--- config.mk ---
export PLATFORM = sky130hd
export DESIGN_NAME = dfic_combiner
export DESIGN_NICKNAME = d
export VERILOG_FILES = /design/src/dfic_pkg.sv /design/src/dfic_combiner.sv /design/src/dfic_pulse_timer.sv
export VERILOG_INCLUDE_DIRS = /design/src
export SDC_FILE = /design/constraint.sdc
export NUM_CORES = 1
export LEC_CHECK = 0
export ABC_CLOCK_PERIOD_IN_PS = 1600
export BUFFER_PORTS_ARGS = -buffer_cell sky130_fd_sc_hd__buf_2
export CAP_MARGIN = 25
export CORE_UTILIZATION = 47
export CTS_CLUSTER_DIAMETER = 60
export CTS_CLUSTER_SIZE = 14
export DETAILED_ROUTE_END_ITERATION = 6
export PLACE_DENSITY = 0.79
export SETUP_SLACK_MARGIN = 0.05
export SLEW_MARGIN = 20
export SYNTH_ARGS = -nofsm -noshare
export SYNTH_HDL_FRONTEND = slang
export SYNTH_SLANG_ARGS = --single-unit
--- constraint.sdc ---
create_clock -name clk_sys_i -period 1.6 [get_ports clk_sys_i]
set_input_delay 0.08 -clock clk_sys_i [delete_from_list [all_inputs] [get_ports clk_sys_i]]
set_output_delay 0.08 -clock clk_sys_i [all_outputs]
set_load 0.03 [all_outputs]
--- src/dfic_consts.svh ---
// constants of the dual function interrupt combiner
// Function
// - host request is plain or of both functions, or enhanced handshake per select bit
// - enhanced mode sequences requests so the host controller never misses one
// - pulse or level signalling selectable in both plain and enhanced mode
// - in enhanced mode, after pending clear (in pulse mode, written after the pulse), a further pending request raises a new host interrupt
// - in plain level mode, host request asserts whenever either function request is asserted
// - each host pulse lasts sixteen master clock periods, longer in plain mode when a new edge restarts the running timer
`ifndef DFIC_CONSTS_SVH
`define DFIC_CONSTS_SVH

// ************************************************************
// timing
// ************************************************************
`define DFIC_PULSE_CYCLES 16
`define DFIC_PULSE_CNT_W 5

// ************************************************************
// reset values and number of functions
// ************************************************************
`define DFIC_RST_ENH 1'b0
`define DFIC_RST_PULSE 1'b0
`define DFIC_RST_PENDING 1'b0
`define DFIC_NUM_FUNC 2

`endif

--- src/dfic_pkg.sv ---
// types of the dual function interrupt combiner
package dfic_pkg;
    typedef enum logic [1:0] {
        DFIC_IDLE,
        DFIC_PULSE,
        DFIC_LEVEL,
        DFIC_WAIT_CLR
    } dfic_state_e;

    // per-function configuration and status write
    typedef struct packed {
        logic enhanced_irq_select;
        logic pulse_mode;
        logic pending_wr;
        logic pending_wdata;
    } dfic_func_cfg_s;

    typedef struct packed {
        logic pending;
        logic held;
    } dfic_func_stat_s;
endpackage

--- src/dfic_combiner.sv ---
// top of the dual function interrupt combiner
`include "dfic_consts.svh"
module dfic_combiner (
    // clock and reset
    input wire logic clk_sys_i,
    input wire logic srst_i,
    // card functions
    input wire logic [1:0] function_irq_in_i,
    input dfic_pkg::dfic_func_cfg_s [1:0] function_status_reg_i,
    // status back to host side
    output dfic_pkg::dfic_func_stat_s [1:0] function_status_reg_o,
    // host interrupt line, active low
    output logic host_irq_n_o
);
    import dfic_pkg::*;

    typedef struct packed {
        dfic_state_e state;
        logic [1:0] pending;
        logic [1:0] held;
        logic [1:0] prev_in;
        logic irq;
        logic start;
        logic irq_n;
        dfic_func_stat_s [1:0] stat;
    } dfic_top_s;

    dfic_top_s st;
    dfic_top_s next_st;
    logic timer_busy;
    logic enh;
    logic pulse;
    logic pend_clr;
    logic [1:0] rise;

    dfic_pulse_timer u_timer (
        .clk_sys_i(clk_sys_i),
        .srst_i(srst_i),
        .start_i(st.start),
        .busy_o(timer_busy)
    );

    // ************************************************************
    // decode helpers
    // ************************************************************
    // either function may switch the shared line into enhanced handling
    function automatic logic any_enhanced(input dfic_func_cfg_s [1:0] cfg);
        logic hit;
        hit = 1'b0;
        for (int i = 0; i < `DFIC_NUM_FUNC; i++) begin
            hit = hit | cfg[i].enhanced_irq_select;
        end
        return hit;
    endfunction

    // one shared line, so one pulse or level choice for both functions
    function automatic logic any_pulse(input dfic_func_cfg_s [1:0] cfg);
        logic hit;
        hit = 1'b0;
        for (int i = 0; i < `DFIC_NUM_FUNC; i++) begin
            hit = hit | cfg[i].pulse_mode;
        end
        return hit;
    endfunction

    // a zero written to the pending flag of either function acknowledges
    function automatic logic any_zero_write(input dfic_func_cfg_s [1:0] cfg);
        logic hit;
        hit = 1'b0;
        for (int i = 0; i < `DFIC_NUM_FUNC; i++) begin
            hit = hit | (cfg[i].pending_wr & ~cfg[i].pending_wdata);
        end
        return hit;
    endfunction

    function automatic logic [1:0] rising(input logic [1:0] cur, input logic [1:0] prev);
        return cur & ~prev;
    endfunction

    // ************************************************************
    // mode decode
    // ************************************************************
    // function 0 alone governs in single-function use; either select turns enhanced on
    assign enh = any_enhanced(function_status_reg_i);
    assign pulse = any_pulse(function_status_reg_i);
    assign pend_clr = any_zero_write(function_status_reg_i);
    assign rise = rising(function_irq_in_i, st.prev_in);

    // ************************************************************
    // sequencing
    // ************************************************************
    always_comb begin
        next_st = st;
        next_st.start = 1'b0;
        next_st.prev_in = function_irq_in_i;
        // new requests are latched in enhanced mode; there set wins over any clear in the same cycle
        next_st.held = st.held | rise;
        if (!enh) begin
            next_st.state = DFIC_IDLE;
            next_st.pending = 2'b00;
            next_st.held = 2'b00;
            if (pulse) begin
                // re-pulse on each new edge of the or
                if ((|function_irq_in_i) && !(|st.prev_in)) begin
                    next_st.start = 1'b1;
                end
                // the start cycle is not counted, so the line is low for exactly the timer span
                next_st.irq = timer_busy;
            end else begin
                next_st.irq = |function_irq_in_i;
            end
        end else begin
            unique case (st.state)
                DFIC_IDLE: begin
                    next_st.irq = 1'b0;
                    // a still-asserted level also counts as pending
                    if (|(st.held | function_irq_in_i)) begin
                        next_st.pending = st.held | function_irq_in_i;
                        next_st.held = rise;
                        if (pulse) begin
                            next_st.start = 1'b1;
                            next_st.state = DFIC_PULSE;
                        end else begin
                            next_st.irq = 1'b1;
                            next_st.state = DFIC_LEVEL;
                        end
                    end
                end
                DFIC_PULSE: begin
                    next_st.irq = timer_busy;
                    if (!timer_busy && !st.start) begin
                        next_st.irq = 1'b0;
                        next_st.state = DFIC_WAIT_CLR;
                    end
                    if (pend_clr) begin
                        next_st.state = DFIC_WAIT_CLR;
                    end
                end
                DFIC_LEVEL: begin
                    next_st.irq = 1'b1;
                    if (pend_clr) begin
                        next_st.irq = 1'b0;
                        next_st.pending = 2'b00;
                        next_st.state = DFIC_IDLE;
                    end
                end
                DFIC_WAIT_CLR: begin
                    // line finishes any running pulse, then stays quiet until the handler acknowledges
                    next_st.irq = timer_busy;
                    if (pend_clr && !timer_busy) begin
                        next_st.pending = 2'b00;
                        next_st.state = DFIC_IDLE;
                    end
                end
            endcase
        end
        next_st.irq_n = ~next_st.irq;
        for (int i = 0; i < `DFIC_NUM_FUNC; i++) begin
            next_st.stat[i].pending = enh ? next_st.pending[i] : function_irq_in_i[i];
            next_st.stat[i].held = next_st.held[i];
        end
    end

    always_ff @(posedge clk_sys_i) begin
        if (srst_i) begin
            st <= '0;
            st.state <= DFIC_IDLE;
            st.irq_n <= 1'b1;
        end else begin
            st <= next_st;
        end
    end

    assign host_irq_n_o = st.irq_n;
    assign function_status_reg_o = st.stat;
endmodule

--- src/dfic_pulse_timer.sv ---
// pulse width timer for the host interrupt line
`include "dfic_consts.svh"
module dfic_pulse_timer (
    // clock and reset
    input wire logic clk_sys_i,
    input wire logic srst_i,
    // control
    input wire logic start_i,
    output logic busy_o
);
    import dfic_pkg::*;

    typedef struct packed {
        logic [`DFIC_PULSE_CNT_W-1:0] cnt;
        logic busy;
    } dfic_timer_s;

    dfic_timer_s st;
    dfic_timer_s next_st;

    always_comb begin
        next_st = st;
        if (start_i) begin
            next_st.cnt = `DFIC_PULSE_CNT_W'(`DFIC_PULSE_CYCLES - 1);
            next_st.busy = 1'b1;
        end else if (st.busy) begin
            if (st.cnt == '0) begin
                next_st.busy = 1'b0;
            end else begin
                next_st.cnt = st.cnt - 1'b1;
            end
        end
    end

    always_ff @(posedge clk_sys_i) begin
        if (srst_i) begin
            st <= '0;
        end else begin
            st <= next_st;
        end
    end

    assign busy_o = st.busy;
endmodule

Yosys cells after proc, flatten, opt, wreduce, memory -nomap -nowiden
Cells that the tools add are included.
{ "word_totals": {"n_memories": 0, "latch_bits": 0, "mem_bits_ro": 0, "mem_bits_rw": 0, "output_inout_bits": 5, "inputBits": 12, "ff_bits": 20} }
{ "classes": {"n_shift": 0, "n_mul": 0, "muxes": 27, "magnitude_cmp": 0, "n_eq_ne": 8, "bitwise": 14, "addsub": 1, "n_div": 0, "reduce_logical": 17} }
{ "ops": {"columns": ["operator", "n"], "rows": [
  ["$mux 4", 4],
  ["$mux 2", 6],
  ["$mux 1", 11],
  ["$mux 5", 2],
  ["$reduce_or 2->1", 5],
  ["$ne 2x2->1 const B", 4],
  ["$pmux 2 s4", 1],
  ["$mux 6", 1],
  ["$pmux 2 s3", 1],
  ["$logic_not 5->1", 1],
  ["$not 1->1", 5],
  ["$sub 5x1->5 const B", 1],
  ["$eq 2x2->1 const B", 2],
  ["$or 2x2->2", 2],
  ["$pmux 1 s4", 1],
  ["$reduce_and 2->1", 2],
  ["$reduce_and 4->1", 1],
  ["$logic_and 1x1->1", 3],
  ["$logic_not 1->1", 3],
  ["$ne 3x3->1 const B", 1],
  ["$or 1x1->1", 3],
  ["$and 1x1->1", 2],
  ["$and 2x2->2", 1],
  ["$eq 2x1->1 const B", 1],
  ["3 further kinds", 3]
]} }

Longest topological paths before layout
{ "depth": {"depth_word": 8, "mapped_depth": 6, "mapped_depth_nobuf": 6} }

Modules after synthesis
A second synthesis with hierarchy kept.
{ "unflattened": {"hier_cells": 104, "area_unflattened_um2": 920.9} }
{ "modules_own_cells": {"columns": ["module", "instances", "area_each_um2", "cells_per_inst"], "rows": [
  ["dfic_combiner", 1, 609.3, 71],
  ["dfic_pulse_timer", 1, 311.5, 33]
]} }

Worst setup path after synthesis
Ideal clock, no wire load.
{ "synth_path": {"path_type": "flip-flop to flip-flop", "startpoint": "register u_timer.st[1] in the netlist's numbering", "endpoint": "register u_timer.st[2] in the netlist's numbering", "path_stages_with_launch": 7, "t_arrival_ps": 1543, "required_ps": 1529, "path_slack_ps": -14, "period_less_slack_ps": 1614, "setup_time_ps": 71, "cell_sequence": "dfxtp_1 inv_1 ha_1 or4b_4 nand2_2 mux2_1 a21oi_1"} }
{ "synth_via": {"elab_chain_len": 4} }
{ "synth_lines": {"columns": ["element", "line_no", "text"], "rows": [
  ["start, declared", "dfic_pulse_timer.sv:18", "dfic_timer_s st;"],
  ["start signal, assigned", "dfic_pulse_timer.sv:39", "st <= next_st;"],
  ["$sub 5x1->5", "dfic_pulse_timer.sv:30", "next_st.cnt = st.cnt - 1'b1;"],
  ["$mux 4", "dfic_pulse_timer.sv:27", "if (st.cnt == '0) begin"],
  ["$mux 5", "dfic_pulse_timer.sv:26", "end else if (st.busy) begin"],
  ["$mux 5", "dfic_pulse_timer.sv:23", "if (start_i) begin"]
]} }
Several ways; a longest one is shown, not always the timed one. The select of a mux whose other input is x is not followed.
A chain may end at the register's enable or synchronous reset.

Worst setup path after layout
{ "layout_path": {"startpoint": "register u_timer.st[2] in the netlist's numbering", "endpoint": "register u_timer.st[2] in the netlist's numbering"} }
Same word-level chain as after synthesis.

==> impl_metrics.toml <==
[placement]
place_hpwl_mm = 1.320
placed_cell_area_sq_um = 997.2
place.gp.congestion = 0.8254
post-place-ws_ns = -0.04295
port_buffers = 16

[sta]
rsz0062_at_grt = "true"
worst_pin_slew_ns = 0.5277
finalCritPeriodShare = 1.010
drv_slew = 0
max_clock_freq_ghz = 0.6187
final.min_clock_period_ns = 1.616
worst_slack_ns = -0.01633
setup_violations = 2
hold_violations = 0
whs_ns = 0.09680
fin_worst_skew_ns = 0.006481
max_slew_margin = 0.6482

[die]
num_rows = 15
design.die.area_sq_mm = 0.002082
num_io_pins = 17
start_util = 0.5071
core_sq_mm = 0.001764
die_x_um = 45.63
die_height_um = 45.63

[final_layout]
finish.utilization = 0.6071
final_cell_mix = "dfxtp_1, buf_2, a21oi_1"
drive_above_1_share = 0.3145
n_antenna_cell = 0
fin_area_sq_mm = 0.001071
syn2layout_area_growth_pct = 19.72
finalNetCount = 140

[drt]
wl_met1_um = 928
dr_wl_met2_um = 806
vias_per_cell = 5.362
antenna_left = 0
routed_wl_mm = 1.878
firstDrtPassIters = 4
wl_met3_um = 112
top_layer = "met4"
via_count = 799
wl_per_cell_um = 12.60
drtIter0Drc = 27
drc = 0

[yosys]
syn_avg_cell_area_sq_um = 8.520
syn-num-nets = 119
syn_area_sq_um = 894.6
synth-seq-cells = 18
synth_cells = 105
ys_warn_count = 0
synthArstFlopShare = 0
yosysUniqueCellTypes = 34
ys_seq_area_frac = 0.4028
ys.flop_type = "dfxtp_1"
synth-edff-count = 0

[clocking]
cts-root-buf = "clkbuf_4"
numCtsBuffers = 3
htree_levels = 1
cts.sinks = 18
insertion_delay_ns = 0.28
cts_buffer_depth = 2
cts.hold.buffers_added = 0
cts_tree = "built"
path_clk_slew_ns = 0.10

[critical_path]
worstPathArrival_ns = 1.83
worst_setup_path_end_kind = "register"
worstSetupPathType = "reg -> reg"
crit_fanout = 2
max_stage_delay_ns = 0.48
cp_cell_sequence = "inv_2 -> ha_4 -> or4b_4 -> nand2_4 -> mux2_4 -> a21oi_2"
cp-start-kind = "register"
cp.required_ns = 1.82
worst_path_max_delay_cell = "or4b_4"

[global_route]
first_global_vias = 690
grt_util_all_layers = 0.2000
grt_first_pass_wirelength_mm = 3.008
grt-ovfl-total = 0
antenna_found_initial = 0
grt_start_max_net_pins = 13

[status]
outcome = "finished with violations"
violations = "negative setup slack"

[worst_hold_path]
worst_hold_path_type = "in -> reg"

[pwr]
cellPowerDensity_mw_per_mm2 = 1043
leakagePower_uw = 0.0004343
peakVddDrop_v = 0.0007384
p_total_uw = 1117

[job]
max-cap-violations = 0
-- power breakdown --
group / total [uW] / switching [uW] / internal [uW]
Sequential: 540 / 39.8 / 500
Combinational: 363 / 192 / 171
Clock: 215 / 127 / 87.3
-- timing repair --
action,CTS,global route
endpoints found under the setup margin,1,3
setup buffers,4,1
hold endpoints to repair,0,0
pin swaps,3,4
resized for setup,2,2
-- state kept, by name (all words and copies together), names as in the netlist --
| name | cells |
|---|---|
| function_status_reg_o | 2 |
| u_timer.st | 5 |
| host_irq_n_o | 1 |
| st | 9 |
| u_timer.busy_o | 1 |
-- layout make-up --
| class | instances | area [sq um] |
|---|---|---|
| fillers | 160 | 693.2 |
| multi-input cells | 74 | 495.5 |
| flip-flops and latches | 18 | 362.8 |
| repair buffers | 24 | 140.1 |
| well taps | 25 | 31.28 |
| clock buffers | 3 | 22.52 |
| inverters | 5 | 18.77 |
-- per-stage QoR --
stage,std cells,setup TNS [ns]
6_report,149,-0.02970
5_1_grt,149,-0.1044
4_1_cts,148,0
3_5_place_dp,141,-0.04295
3_3_place_gp,141,0
2_1_floorplan,105,0
-- cells in the mapped netlist, types with 2 or more instances --
master	count	area (sq um)
clkbuf_1	3	11.26
a32oi_1	3	26.28
dfxtp_1	18	360.4
a211oi_1	2	15.01
inv_1	5	18.77
o21ai_0	3	15.01
o31ai_1	2	15.01
nand2_1	5	18.77
ha_1	2	25.02
nand3_1	2	10.01
nor2_1	10	37.54
a21oi_1	13	65.06
nor3_1	6	30.03
buf_4	4	30.03
nor2b_1	2	12.51
nand2b_1	7	43.79
-- routing by layer --
metal / up-vias / GRT usage
li1: 413 / -
met1: 348 / 0.2917
met2: 34 / 0.2886
met3: 4 / 0.02778
met4: 0 / 0.09091
met5: - / 0
-- worst max-delay path: cells and delay by family (launching register included) --
family | cells | cell delay (ns)
AND/OR/NAND/NOR | 2 | 0.57
flip-flops | 1 | 0.33
multiplexers | 1 | 0.30
AO/OA/AOI/OAI | 1 | 0.14
adder cells (fa/ha/maj) | 1 | 0.13
buffers and inverters | 1 | 0.08
-- path summary, 6_finish.rpt --
kind                            cells after the start     startpoint                        to  slack (ns)
worst max-delay path                                6  u_timer.st[2]             u_timer.st[2]       -0.02
worst min register to register                      2         st[11]  function_status_reg_o[1]        0.49
worst min-delay path                                2         srst_i             u_timer.st[1]         0.1
worst max register to register                      6  u_timer.st[2]             u_timer.st[2]       -0.02
-- logic make-up after synthesis --
| group | synth area share |
|---|---|
| AOI/OAI and AO/OA | 0.2070 |
| xor gates and xnor gates | 0.01958 |
| adders and majority gates | 0.02797 |
| buffers and inverters | 0.07972 |
| DFF | 0.4028 |
| muxes | 0.02378 |
| and+or+nand+nor | 0.2392 |
(Power assumes the default switching activity.)
